[src/hdl/sbcwd_pkg.sv]
// What this block does
// [RULE_01] Soft-reset reset-control bit 6 at 0 pulls the reset output low on a soft reset, at 1 leaves it alone.
// [RULE_02] Software fail-output bit 5 at 1 drives the fail output only when the pin is set up as fail output.
// [RULE_03] Charge-pump enable bit 2 turns the charge pump output on at 1 and off at 0.
// [RULE_04] Failure-count select bit 0 escalates after the second watchdog failure at 0, after the first at 1.
// [RULE_05] Clearing the software fail-output bit never releases a fail output held by a failure flag.
// [RULE_06] Entering restart clears the software fail-output bit, releasing the output unless a failure holds it.
// [RULE_07] Lock bit 1 keeps bit 6 and lock bit 0 keeps bit 2 of the hardware control register over a soft reset.
// [RULE_08] Hardware control clears on power-on or soft reset (locked bits aside) and keeps bits 6, 2, 0 on restart.
// [RULE_09] The host writes the watchdog control byte with bit 7 chosen so all eight bits have even parity.
// [RULE_10] Stop-mode deactivation bit 6 keeps the watchdog running in stop mode at 0 and stops it at 1; the code also needs the second stop-mode bit set.
// [RULE_11] Watchdog type bit 5 selects time-out operation at 0 and window operation at 1.
// [RULE_12] Bus-wake start bit 4 at 1 lets a CAN wake in stop mode start the watchdog with a long open window.
// [RULE_13] Watchdog control resets to 0x14, and on restart clears bits 6 and 3, loads 100 into 2:0, keeps 7, 5, 4.
// [RULE_14] Reserved bits 7, 4:3, 1 of hardware control and bit 3 of watchdog control always read 0.
// [RULE_15] Writing 11 to the mode field executes a soft reset whose reset output follows bit 6.
// [RULE_16] The second stop-mode deactivation bit is cleared by the device on a change from stop to normal mode.
// [RULE_17] The watchdog period field in bits 2:0 can be loaded by the device and maps through a parameter table.
package sbcwd_pkg;

	// register addresses on the serial interface
	localparam logic [6:0] ADDR_MODE_SUPPLY = 7'h01;
	localparam logic [6:0] ADDR_HW_CTRL     = 7'h02;
	localparam logic [6:0] ADDR_WATCHDOG_CONTROL     = 7'h03;
	localparam logic [6:0] ADDR_WAKE_CTRL   = 7'h06;

	// hardware control field positions
	localparam int HW_SRR_BIT  = 6;
	localparam int HW_FO_BIT   = 5;
	localparam int HW_CP_BIT   = 2;
	localparam int HW_FCS_BIT  = 0;
	localparam logic [7:0] HW_WR_MASK      = 8'h65;
	localparam logic [7:0] HW_RESTART_KEEP = 8'h45;
	localparam logic [7:0] HW_RESET_VAL    = 8'h00;

	// watchdog control field positions
	localparam int WD_CSUM_BIT = 7;
	localparam int WD_STOP_BIT = 6;
	localparam int WINDOW_TYPE_SELECT_BIT  = 5;
	localparam int WD_BUS_BIT  = 4;
	localparam logic [7:0] WD_WR_MASK      = 8'hF7;
	localparam logic [7:0] WD_RESTART_KEEP = 8'hB0;
	localparam logic [7:0] WD_RESET_VAL    = 8'h14;
	localparam logic [2:0] WD_RESTART_PER  = 3'h4;

	// wake control: only the second stop-mode bit lives here
	localparam int WK_STOP_BIT = 2;
	localparam logic [7:0] WK_RESET_VAL = 8'h00;

	// mode field value that requests a soft reset
	localparam logic [1:0] MODE_SOFT_RESET = 2'h3;

	// watchdog period table in ms, indexed by the period field
	localparam logic [15:0] WD_PERIOD_MS [8] = '{
		16'h000A, 16'h0014, 16'h0032, 16'h0064,
		16'h00C8, 16'h01F4, 16'h03E8, 16'h2710
	};

	// decoded serial interface access
	typedef struct packed {
		logic       wr;
		logic       rd;
		logic [6:0] addr;
		logic [7:0] data;
	} sbcwd_req_t;

	// event strobes from the rest of the device
	typedef struct packed {
		logic       restart_entry;
		logic       stop_to_normal;
		logic       can_wake_stop;
		logic       wd_trig_fail;
		logic       period_load;
		logic [2:0] period_val;
	} sbcwd_evt_t;

endpackage

[src/hdl/sbcwd_ctrl_regs.sv]
`timescale 1ns/100ps
// hardware and watchdog control registers
module sbcwd_ctrl_regs (
	// clock and reset (reset acts as power-on)
	input  wire logic               i_mclk,
	input  wire logic               i_sys_rst,
	// serial interface access
	input  wire sbcwd_pkg::sbcwd_req_t i_req,
	output logic [7:0]              o_rdata,
	output logic                    o_csum_err,
	// device events and state
	input  wire sbcwd_pkg::sbcwd_evt_t i_evt,
	input  wire logic [1:0]         i_cfg_lock,
	input  wire logic               i_pin_is_fo,
	input  wire logic               i_failure_flag,
	// controls to the rest of the device
	output logic                    o_soft_reset,
	output logic                    o_reset_pull,
	output logic                    o_fail_output,
	output logic                    o_charge_pump_en,
	output logic                    o_wd_escalate,
	output logic                    o_wd_stop_disable,
	output logic                    o_wd_window,
	output logic                    o_wd_bus_start,
	output logic [2:0]              o_watchdog_period,
	output logic [15:0]             o_wd_period_ms
);
	import sbcwd_pkg::*;

	logic [7:0]  hw_q;
	logic [7:0]  hw_d;
	logic [7:0]  wd_q;
	logic [7:0]  wd_d;
	logic        wk_q;
	logic        wk_d;
	logic        srst_q;
	logic        rpull_q;
	logic        fo_q;
	logic        csum_err_q;
	logic        busst_q;
	logic [7:0]  rdata_q;
	logic [7:0]  rdata_d;
	logic [15:0] per_ms_q;
	logic [15:0] per_ms_d;

	// next-value pieces, one named wire per source
	logic [7:0]  hw_lock_mask;
	logic [7:0]  hw_soft;
	logic [7:0]  hw_restart;
	logic [7:0]  hw_write;
	logic [7:0]  wd_restart;
	logic [7:0]  wd_base;
	logic [7:0]  wd_load;
	logic [7:0]  wd_write;

	// strobe next values
	logic        rpull_d;
	logic        fo_d;
	logic        csum_err_d;
	logic        busst_d;

	// named register fields
	logic        hw_srr;
	logic        hw_fo;
	logic        hw_cp;
	logic        hw_fcs;
	logic        wd_stop;
	logic        window_type_select;
	logic        wd_bus;
	logic [2:0]  wd_per;

	// address decode
	logic wr_hw;
	logic wr_wd;
	logic wr_wk;
	logic wr_mode;
	logic soft_rst;
	logic restart;
	logic wd_even;
	logic wd_wr_ok;

	assign wr_hw   = i_req.wr && (i_req.addr == ADDR_HW_CTRL);
	assign wr_wd   = i_req.wr && (i_req.addr == ADDR_WATCHDOG_CONTROL);
	assign wr_wk   = i_req.wr && (i_req.addr == ADDR_WAKE_CTRL);
	assign wr_mode = i_req.wr && (i_req.addr == ADDR_MODE_SUPPLY);
	assign restart = i_evt.restart_entry;

	// [RULE_15] mode soft reset
	assign soft_rst = wr_mode && (i_req.data[7:6] == MODE_SOFT_RESET);

	// checksum of the written watchdog byte
	sbcwd_parity u_parity (
		.i_byte (i_req.data),
		.o_even (wd_even)
	);

	// [RULE_09] odd-parity writes are refused
	assign wd_wr_ok = wr_wd && wd_even;

	// [RULE_07] lock bits pick which bits survive a soft reset
	assign hw_lock_mask = ({7'h00, i_cfg_lock[1]} << HW_SRR_BIT)
		| ({7'h00, i_cfg_lock[0]} << HW_CP_BIT);

	// [RULE_08] soft reset clears all but the locked bits
	assign hw_soft = (HW_RESET_VAL & ~hw_lock_mask) | (hw_q & hw_lock_mask);

	// [RULE_06] restart drops the software fail bit with the rest
	// [RULE_08] restart keeps 6, 2, 0
	assign hw_restart = hw_q & HW_RESTART_KEEP;

	// [RULE_14] reserved bits never take written ones
	assign hw_write = i_req.data & HW_WR_MASK;

	// soft reset beats a write, a write beats the restart clear
	assign hw_d = soft_rst ? hw_soft
		: (wr_hw ? hw_write
		: (restart ? hw_restart : hw_q));

	// [RULE_13] restart clears 6 and 3, keeps 7, 5, 4, reloads period
	assign wd_restart = (wd_q & WD_RESTART_KEEP) | {5'h00, WD_RESTART_PER};
	assign wd_base    = restart ? wd_restart : wd_q;

	// [RULE_17] device period load lands on top of a restart
	assign wd_load = i_evt.period_load ? {wd_base[7:3], i_evt.period_val}
		: wd_base;

	// [RULE_14] reserved bit stays zero
	assign wd_write = i_req.data & WD_WR_MASK;

	// [RULE_13] soft reset value; a good write beats device updates
	assign wd_d = soft_rst ? WD_RESET_VAL
		: (wd_wr_ok ? wd_write : wd_load);

	// second stop-mode bit; a write in the same cycle wins the clear
	always_comb begin
		wk_d = wk_q;
		if (soft_rst) begin
			wk_d = WK_RESET_VAL[WK_STOP_BIT];
		end else if (wr_wk) begin
			wk_d = i_req.data[WK_STOP_BIT];
		end else if (i_evt.stop_to_normal || restart) begin
			// [RULE_16] cleared leaving stop
			wk_d = 1'b0;
		end
	end

	// read mux returns the state before any write in this cycle
	always_comb begin
		rdata_d = 8'h00;
		if (i_req.addr == ADDR_HW_CTRL) begin
			rdata_d = hw_q;
		end else if (i_req.addr == ADDR_WATCHDOG_CONTROL) begin
			rdata_d = wd_q;
		end else if (i_req.addr == ADDR_WAKE_CTRL) begin
			rdata_d = {5'h00, wk_q, 2'h0};
		end
	end

	// register storage
	always_ff @(posedge i_mclk) begin
		if (i_sys_rst) begin
			hw_q <= HW_RESET_VAL;
			wd_q <= WD_RESET_VAL;
			wk_q <= 1'b0;
		end else begin
			hw_q <= hw_d;
			wd_q <= wd_d;
			wk_q <= wk_d;
		end
	end

	// read data only moves on a read strobe
	always_ff @(posedge i_mclk) begin
		if (i_sys_rst) begin
			rdata_q <= 8'h00;
		end else if (i_req.rd) begin
			rdata_q <= rdata_d;
		end
	end

	// named fields, so the strobes below read like the rules
	assign hw_srr  = hw_q[HW_SRR_BIT];
	assign hw_fo   = hw_q[HW_FO_BIT];
	assign hw_cp   = hw_q[HW_CP_BIT];
	assign hw_fcs  = hw_q[HW_FCS_BIT];
	assign wd_stop = wd_q[WD_STOP_BIT];
	assign window_type_select  = wd_q[WINDOW_TYPE_SELECT_BIT];
	assign wd_bus  = wd_q[WD_BUS_BIT];
	assign wd_per  = wd_q[2:0];

	// [RULE_01] reset pull reads bit 6 before the soft reset clears it
	assign rpull_d = soft_rst & ~hw_srr;

	// [RULE_02] software request gated by pin use
	// [RULE_05] failure flag holds output whatever software asks
	assign fo_d = (hw_fo & i_pin_is_fo) | i_failure_flag;

	// [RULE_09] odd-parity byte is refused and reported
	assign csum_err_d = wr_wd & ~wd_even;

	// [RULE_12] bus wake starts watchdog only when armed
	assign busst_d = i_evt.can_wake_stop & wd_bus;

	// [RULE_17] table lookup; one cycle behind the field, off the
	// write path so the decode stays shallow
	assign per_ms_d = WD_PERIOD_MS[wd_per];

	// soft reset strobes; pulses only, stretching is done outside
	always_ff @(posedge i_mclk) begin
		if (i_sys_rst) begin
			srst_q  <= 1'b0;
			rpull_q <= 1'b0;
		end else begin
			srst_q  <= soft_rst;
			rpull_q <= rpull_d;
		end
	end

	// fail output registered so a glitch never reaches the pin
	always_ff @(posedge i_mclk) begin
		if (i_sys_rst) begin
			fo_q <= 1'b0;
		end else begin
			fo_q <= fo_d;
		end
	end

	// checksum error and bus-wake start strobes
	always_ff @(posedge i_mclk) begin
		if (i_sys_rst) begin
			csum_err_q <= 1'b0;
			busst_q    <= 1'b0;
		end else begin
			csum_err_q <= csum_err_d;
			busst_q    <= busst_d;
		end
	end

	// period in ms, reset to the entry of the reset period
	always_ff @(posedge i_mclk) begin
		if (i_sys_rst) begin
			per_ms_q <= WD_PERIOD_MS[WD_RESET_VAL[2:0]];
		end else begin
			per_ms_q <= per_ms_d;
		end
	end

	// [RULE_04] failure count select
	sbcwd_fail_count u_fail_count (
		.i_mclk       (i_mclk),
		.i_sys_rst    (i_sys_rst),
		.i_clear      (soft_rst | restart),
		.i_fail       (i_evt.wd_trig_fail),
		.i_first_only (hw_fcs),
		.o_escalate   (o_wd_escalate)
	);

	// outputs straight from register bits, except stop-mode deactivation, the AND of two bits
	assign o_rdata           = rdata_q;
	assign o_csum_err        = csum_err_q;
	assign o_soft_reset      = srst_q;
	assign o_reset_pull      = rpull_q;
	assign o_fail_output     = fo_q;
	// [RULE_03] charge pump enable
	assign o_charge_pump_en  = hw_cp;
	// [RULE_10] stop-mode deactivation needs both bits
	assign o_wd_stop_disable = wd_stop & wk_q;
	// [RULE_11] watchdog type
	assign o_wd_window       = window_type_select;
	assign o_wd_bus_start    = busst_q;
	assign o_watchdog_period = wd_per;
	assign o_wd_period_ms    = per_ms_q;
endmodule

[src/hdl/sbcwd_fail_count.sv]
`timescale 1ns/100ps
// counts watchdog trigger failures up to the escalation point
module sbcwd_fail_count (
	// clock and reset
	input  wire logic i_mclk,
	input  wire logic i_sys_rst,
	// control
	input  wire logic i_clear,
	input  wire logic i_fail,
	input  wire logic i_first_only,
	// escalation pulse
	output logic      o_escalate
);
	import sbcwd_pkg::*;

	logic seen_q;
	logic seen_d;
	logic esc_q;
	logic esc_d;
	logic hit;

	// escalate on the first failure or on the second one
	assign hit    = i_fail & (i_first_only | seen_q);
	assign seen_d = i_clear ? 1'b0 : (hit ? 1'b0 : (seen_q | i_fail));
	assign esc_d  = hit & ~i_clear;

	always_ff @(posedge i_mclk) begin
		if (i_sys_rst) begin
			seen_q <= 1'b0;
			esc_q  <= 1'b0;
		end else begin
			seen_q <= seen_d;
			esc_q  <= esc_d;
		end
	end

	assign o_escalate = esc_q;
endmodule

[src/hdl/sbcwd_parity.sv]
`timescale 1ns/100ps
// even-parity check of a written watchdog byte
module sbcwd_parity (
	// data in
	input  wire logic [7:0] i_byte,
	// result
	output logic            o_even
);
	import sbcwd_pkg::*;

	// xor of all bits is zero for even parity
	assign o_even = ~(^i_byte);
endmodule

[config.mk]
export PLATFORM = sky130hd
export DESIGN_NAME = sbcwd_ctrl_regs
export DESIGN_NICKNAME = d
export VERILOG_FILES = /design/src/hdl/sbcwd_pkg.sv /design/src/hdl/sbcwd_ctrl_regs.sv /design/src/hdl/sbcwd_fail_count.sv /design/src/hdl/sbcwd_parity.sv
export SDC_FILE = /design/constraint.sdc
export NUM_CORES = 1
export LEC_CHECK = 0
export BUFFER_PORTS_ARGS = -buffer_cell sky130_fd_sc_hd__buf_4
export CORE_ASPECT_RATIO = 0.6
export CORE_UTILIZATION = 45
export DETAILED_ROUTE_END_ITERATION = 10
export PLACE_DENSITY = 0.75
export SETUP_SLACK_MARGIN = 0.02
export SLEW_MARGIN = 20
export SYNTH_ARGS = -nofsm -noshare
export SYNTH_HDL_FRONTEND = slang
export SYNTH_SLANG_ARGS = --single-unit
[constraint.sdc]
create_clock -name i_mclk -period 2.25 [get_ports i_mclk]
set_input_delay 0.45 -clock i_mclk [delete_from_list [all_inputs] [get_ports i_mclk]]
set_output_delay 0.45 -clock i_mclk [all_outputs]
set_load 0.02 [all_outputs]
Yosys cells after proc, flatten, opt, wreduce, memory -nomap -nowiden --
Memories as Yosys holds them, arrays and structs flattened. A register that Yosys moved wholly into a read port is not among the register bits. Cells that the tools add are included.
Word-level totals: flip-flop bits (word level) 32, memories kept 1, bits in read-only memories 128, RAM bits 0, input bits 31, bits in latches 0, logic and storage cells 63
Cells by class: $mul 0, mux-type cells 11, bitwise gates (word level) 17, divide/modulo/power cells 0, $lt $le $gt $ge 0, equal/unequal tests 5, add/sub/neg operators 0, shift-type cells 0, reductions and logical operators 15
Memory list:
- (name not given) | words 8, width 16, read ports 1, clocked after memory_dff 1, wr ports 0, RTL line sbcwd_ctrl_regs.sv:206 | assign per_ms_d = WD_PERIOD_MS[wd_per];
Operator list (count):
- $mux W8 | 6
- $eq A7 B2 Y1 const B | 2
- $and A8 B7 Y8 | 1
- $reduce_xor A8 Y1 | 1
- $and A1 B1 Y1 | 7
- $eq A7 B1 Y1 const B | 1
- $eq A7 B3 Y1 const B | 1
- $mux W7 | 1
- $or A7 B3 Y7 | 1
- $logic_and A1 B1 Y1 | 6
- $mux W3 | 2
- $reduce_bool A3 Y1 | 2
- $reduce_or A3 Y1 | 2
- $not A3 Y4 | 1
- $or A1 B1 Y1 | 4
- $reduce_bool A2 Y1 | 2
- $not A1 Y1 | 3
- $eq A2 B2 Y1 const B | 1
- $mux W1 | 2
- $reduce_or A2 Y1 | 1
- $logic_or A1 B1 Y1 | 1

Longest topological paths before layout --
word-level depth 6, gate-level depth with buffers 6

By module --
A second synthesis with hierarchy kept.
Unflattened totals: cells, all modules 177, area, all modules 1691.6 µm²
Modules (own cells, without submodules):
- sbcwd_ctrl_regs | seq. area each 680.7 µm², cells each 163, times used 1, area each 1549.0 µm²
- sbcwd_fail_count | seq. area each 40.0 µm², cells each 7, times used 1, area each 81.3 µm²
- sbcwd_parity | seq. area each 0.0 µm², cells each 7, times used 1, area each 61.3 µm²

Least setup slack after synthesis --
No wires, ideal clock.
path kind in2reg, start point in i_req[6] (netlist name), end point reg wd_q[0], slack 401 ps, library setup time 124 ps, stages 5, path buffers 0, arrival time 1726 ps, path through ha_1 xnor3_1 xnor3_2 a221oi_1 nor3_1
On the way: cells in the longest elaborated chain, start to end 4
Ends and longest elaborated chain:
- start, declared | RTL line sbcwd_ctrl_regs.sv:8 | input wire sbcwd_pkg::sbcwd_req_t i_req,
- $reduce_xor A8 Y1 | RTL line sbcwd_parity.sv:12 | assign o_even = ~(^i_byte);
- $not A1 Y1 | RTL line sbcwd_parity.sv:12
- $logic_and A1 B1 Y1 | RTL line sbcwd_ctrl_regs.sv:98 | assign wd_wr_ok = wr_wd && wd_even;
- $reduce_bool A3 Y1 (no line) / $mux W8 (equally long branches)
- end signal, assigned | RTL line sbcwd_ctrl_regs.sv:167 | wd_q <= wd_d;
- end, declared | RTL line sbcwd_ctrl_regs.sv:32 | logic [7:0] wd_q;
Several ways; a longest one is shown, not always the timed one. A chain may end at the register's enable or synchronous reset.

Worst setup path in the final report --
start point in i_req[6] (netlist name), end point reg wd_q[1]
Same word-level chain as after synthesis.

==> results.yml <==
critical_path:
  end_kind: "register"
  cp_max_fo: 8
  worstPathCellList: "buf_4 -> ha_1 -> xnor3_1 -> xnor3_2 -> a221oi_1 -> nor3_1"
  cp-start-kind: "input port"
  cpPeakStageDelay_ns: 0.41
  arrival_ns: 1.97
  reg2reg_depth: 4
  worstPathRequired_ns: 2.42
  crit_type: "in -> reg"
  slowest_stage: "xnor3_1"
logic_synthesis:
  synthFlopType: "dfxtp_1"
  synth_edf_count: 0
  synth.area.top_cells: "dfxtp_1, buf_4, mux2i_1"
  async_flop_share: 0
  syn_inst: 177
  ys_types: 42
  seq_area_frac_synth: 0.434
  synth-seq-cells: 36
  synth_area_mm2: 0.00166
  yosysTopAreaCell: "dfxtp_1"
  synth.avg_cell_area_um2: 9.38
  yosys.area.top_type_share: 0.434
  synth_warnings: 0
layout:
  syn2layout_area_growth_pct: 30.1
  final_cells: 278
  n_antenna_cell: 0
  post-route-cell-area_mm2: 0.00216
  final_layout_size_suffix_gt1_frac: 0.309
  nNetsFinal: 269
  final_util: 0.639
detailed_routing:
  finalWirelength_um: 3950
  num_vias: 1454
  drc: 0
  ant_nets: 0
  dr.first_iter.drc_count: 181
  viasPerCell: 5.23
  drt_first_pass_iters: 4
  wl_per_cell_um: 14.2
timing:
  worst_pin_slew_ns: 0.502
  setup-tns-final_ns: 0
  setup_violations: 0
  period_minus_slack_ns: 1.80
  slew_viol_final: 0
  clock_skew_ns: 0.00300
  relSlewSlack: 0.663
  finalCritPeriodShare: 0.801
  rsz0062_at_grt: "false"
  clock.fmax_ghz: 0.555
  hold_violations: 0
pwr:
  seqPwrFrac: 0.502
  p_sw_frac: 0.268
  p_per_area_mw_per_mm2: 611
  ir_drop_uv: 333
  switching_power_mw: 0.354
  cellLeakagePower_nw: 0.972
  p_comb_frac: 0.173
  power_frac_clock: 0.325
  intPower_mw: 0.965
floorplan:
  rows: 16
  die_h_um: 49.1
  die_area_mm2: 0.00394
  start_util: 0.491
  core_mm2: 0.00338
  pin_count: 67
  die_w_um: 80.4
cts:
  cts_tree: "done"
  cts.sinks: 36
  cts_max_level: 2
  clk_pin_slew_ns: 0.07
  cts_resized: 0
  root_buffer: "clkbuf_8"
  cts_hold_buf: 0
  post_cts.repair.setup_buffers: 0
  clk_path_buf_depth: 2
  cts_made_buffers: 5
  clock_latency_ns: 0.29
global_route:
  grt_usage: 0.223
  antenna_found_initial: 0
  grt_pass1_wl_um: 6440
  grt_overflow_total: 0
  grt_pass1_vias: 1299
  grt_max_degree: 21
run_status:
  status: "finished clean"
min_path:
  hp-class: "in -> reg"
  hold_depth: 3
job:
  maxCapViolCount: 0
placement:
  dpl-instance-area_mm2: 0.00208
  place_congestion: 0.750
  dp.final_hpwl_um: 2920
  numPortBuffers: 60
  placed_cells_incl_taps: 271
-- path summary, 6_finish.rpt --
kind                       start                end  slack [ns]
hold reg to reg          hw_q[6]       o_reset_pull        0.46
hold / removal    i_failure_flag      o_fail_output        0.37
setup reg to reg         wd_q[0]  o_wd_period_ms[5]        1.00
setup / recovery        i_req[6]            wd_q[1]        0.45
-- critical path, delay by kind of cell --
family          cells  cell delay [ns]
fa+ha+maj           1             0.29
compound gates      1             0.28
buf+inv             1             0.12
simple gates        1             0.07
xor+xnor            2             0.77
-- through the flow --
step                setup WS (ns)  total power [mW]  hold WS (ns)
global route                0.346              1.38         0.382
global placement            0.201             0.899         0.462
floorplan                   0.401             0.815         0.425
detailed placement          0.162             0.902         0.449
CTS                         0.458              1.33         0.368
finish                      0.449              1.32         0.367
-- synth_stat cells (all sizes together), types with 3 or more instances --
cell type,n
dfxtp,36
and2,6
nor2b,4
o22ai,3
nand4,4
clkbuf,3
ha,5
nand2,12
buf,13
a21oi,12
mux2i,7
nand3,9
o21ai,7
nor3,12
nor2,9
inv,8
-- area by class of cell --
cell class / instances / area, um2
clock buffers: 6 / 72.6
fillers: 326 / 1220
multi-input cells: 122 / 826
inverters: 8 / 30.0
clock inverters: 1 / 5.00
flip-flops and latches: 36 / 721
repair buffers: 60 / 450
well taps: 45 / 56.3
-- cells by family (layout without fill, tap and decap cells) --
| kind of cell | after synthesis | after routing | synth area share |
|---|---|---|---|
| AO/OA/AOI/OAI | 29 | 29 | 0.102 |
| XOR/XNOR | 6 | 6 | 0.0625 |
| adder cells (fa/ha/maj) | 5 | 5 | 0.0377 |
| buffers and inverters | 24 | 75 | 0.0799 |
| flip-flops | 36 | 36 | 0.434 |
| multiplexers | 8 | 8 | 0.0490 |
| other | 1 | 6 | 0.00226 |
| AND/OR/NAND/NOR | 68 | 68 | 0.232 |
-- registers in the layout, indices dropped and copies added (netlist names) --
register / count
hw_q: 4
o_csum_err: 1
o_fail_output: 1
o_rdata: 7
o_reset_pull: 1
o_soft_reset: 1
o_wd_bus_start: 1
o_wd_period_ms: 10
u_fail_count.o_escalate: 1
u_fail_count.seen_q: 1
wd_q: 7
wk_q: 1
-- cells in the final DEF, fill, tap and decap left out, drive strengths merged, types with 2 or more instances in the layout --
master / Yosys / final
a21oi: 12 / 12
a221oi: 2 / 2
and2: 6 / 6
and3: 2 / 2
and4: 2 / 2
buf: 13 / 60
clkbuf: 3 / 6
conb: 1 / 6
dfxtp: 36 / 36
ha: 5 / 5
inv: 8 / 8
mux2i: 7 / 7
nand2: 12 / 12
nand3: 9 / 9
nand4: 4 / 4
nor2: 9 / 9
nor2b: 4 / 4
nor3: 12 / 12
nor4bb: 2 / 2
o211ai: 2 / 2
o21ai: 7 / 7
o22ai: 3 / 3
xnor2: 2 / 2
xnor3: 2 / 2
-- power by group through the flow --
stage	sequential, mW	combinational [mW]	clock, mW
after global routing	0.665	0.244	0.469
final	0.663	0.228	0.429
after CTS	0.663	0.225	0.437
after floorplan	0.685	0.131	0
after detailed placement	0.677	0.224	0
after global placement	0.677	0.222	0
-- layer usage --
layer,vias to the layer above,share of wire,track usage
li1,721,-,-
met1,660,0.54,0.347
met2,65,0.37,0.284
met3,8,0.074,0.0636
met4,0,0.015,0.0804
met5,-,0,0
No activity file was read; power rests on OpenSTA's default activity.
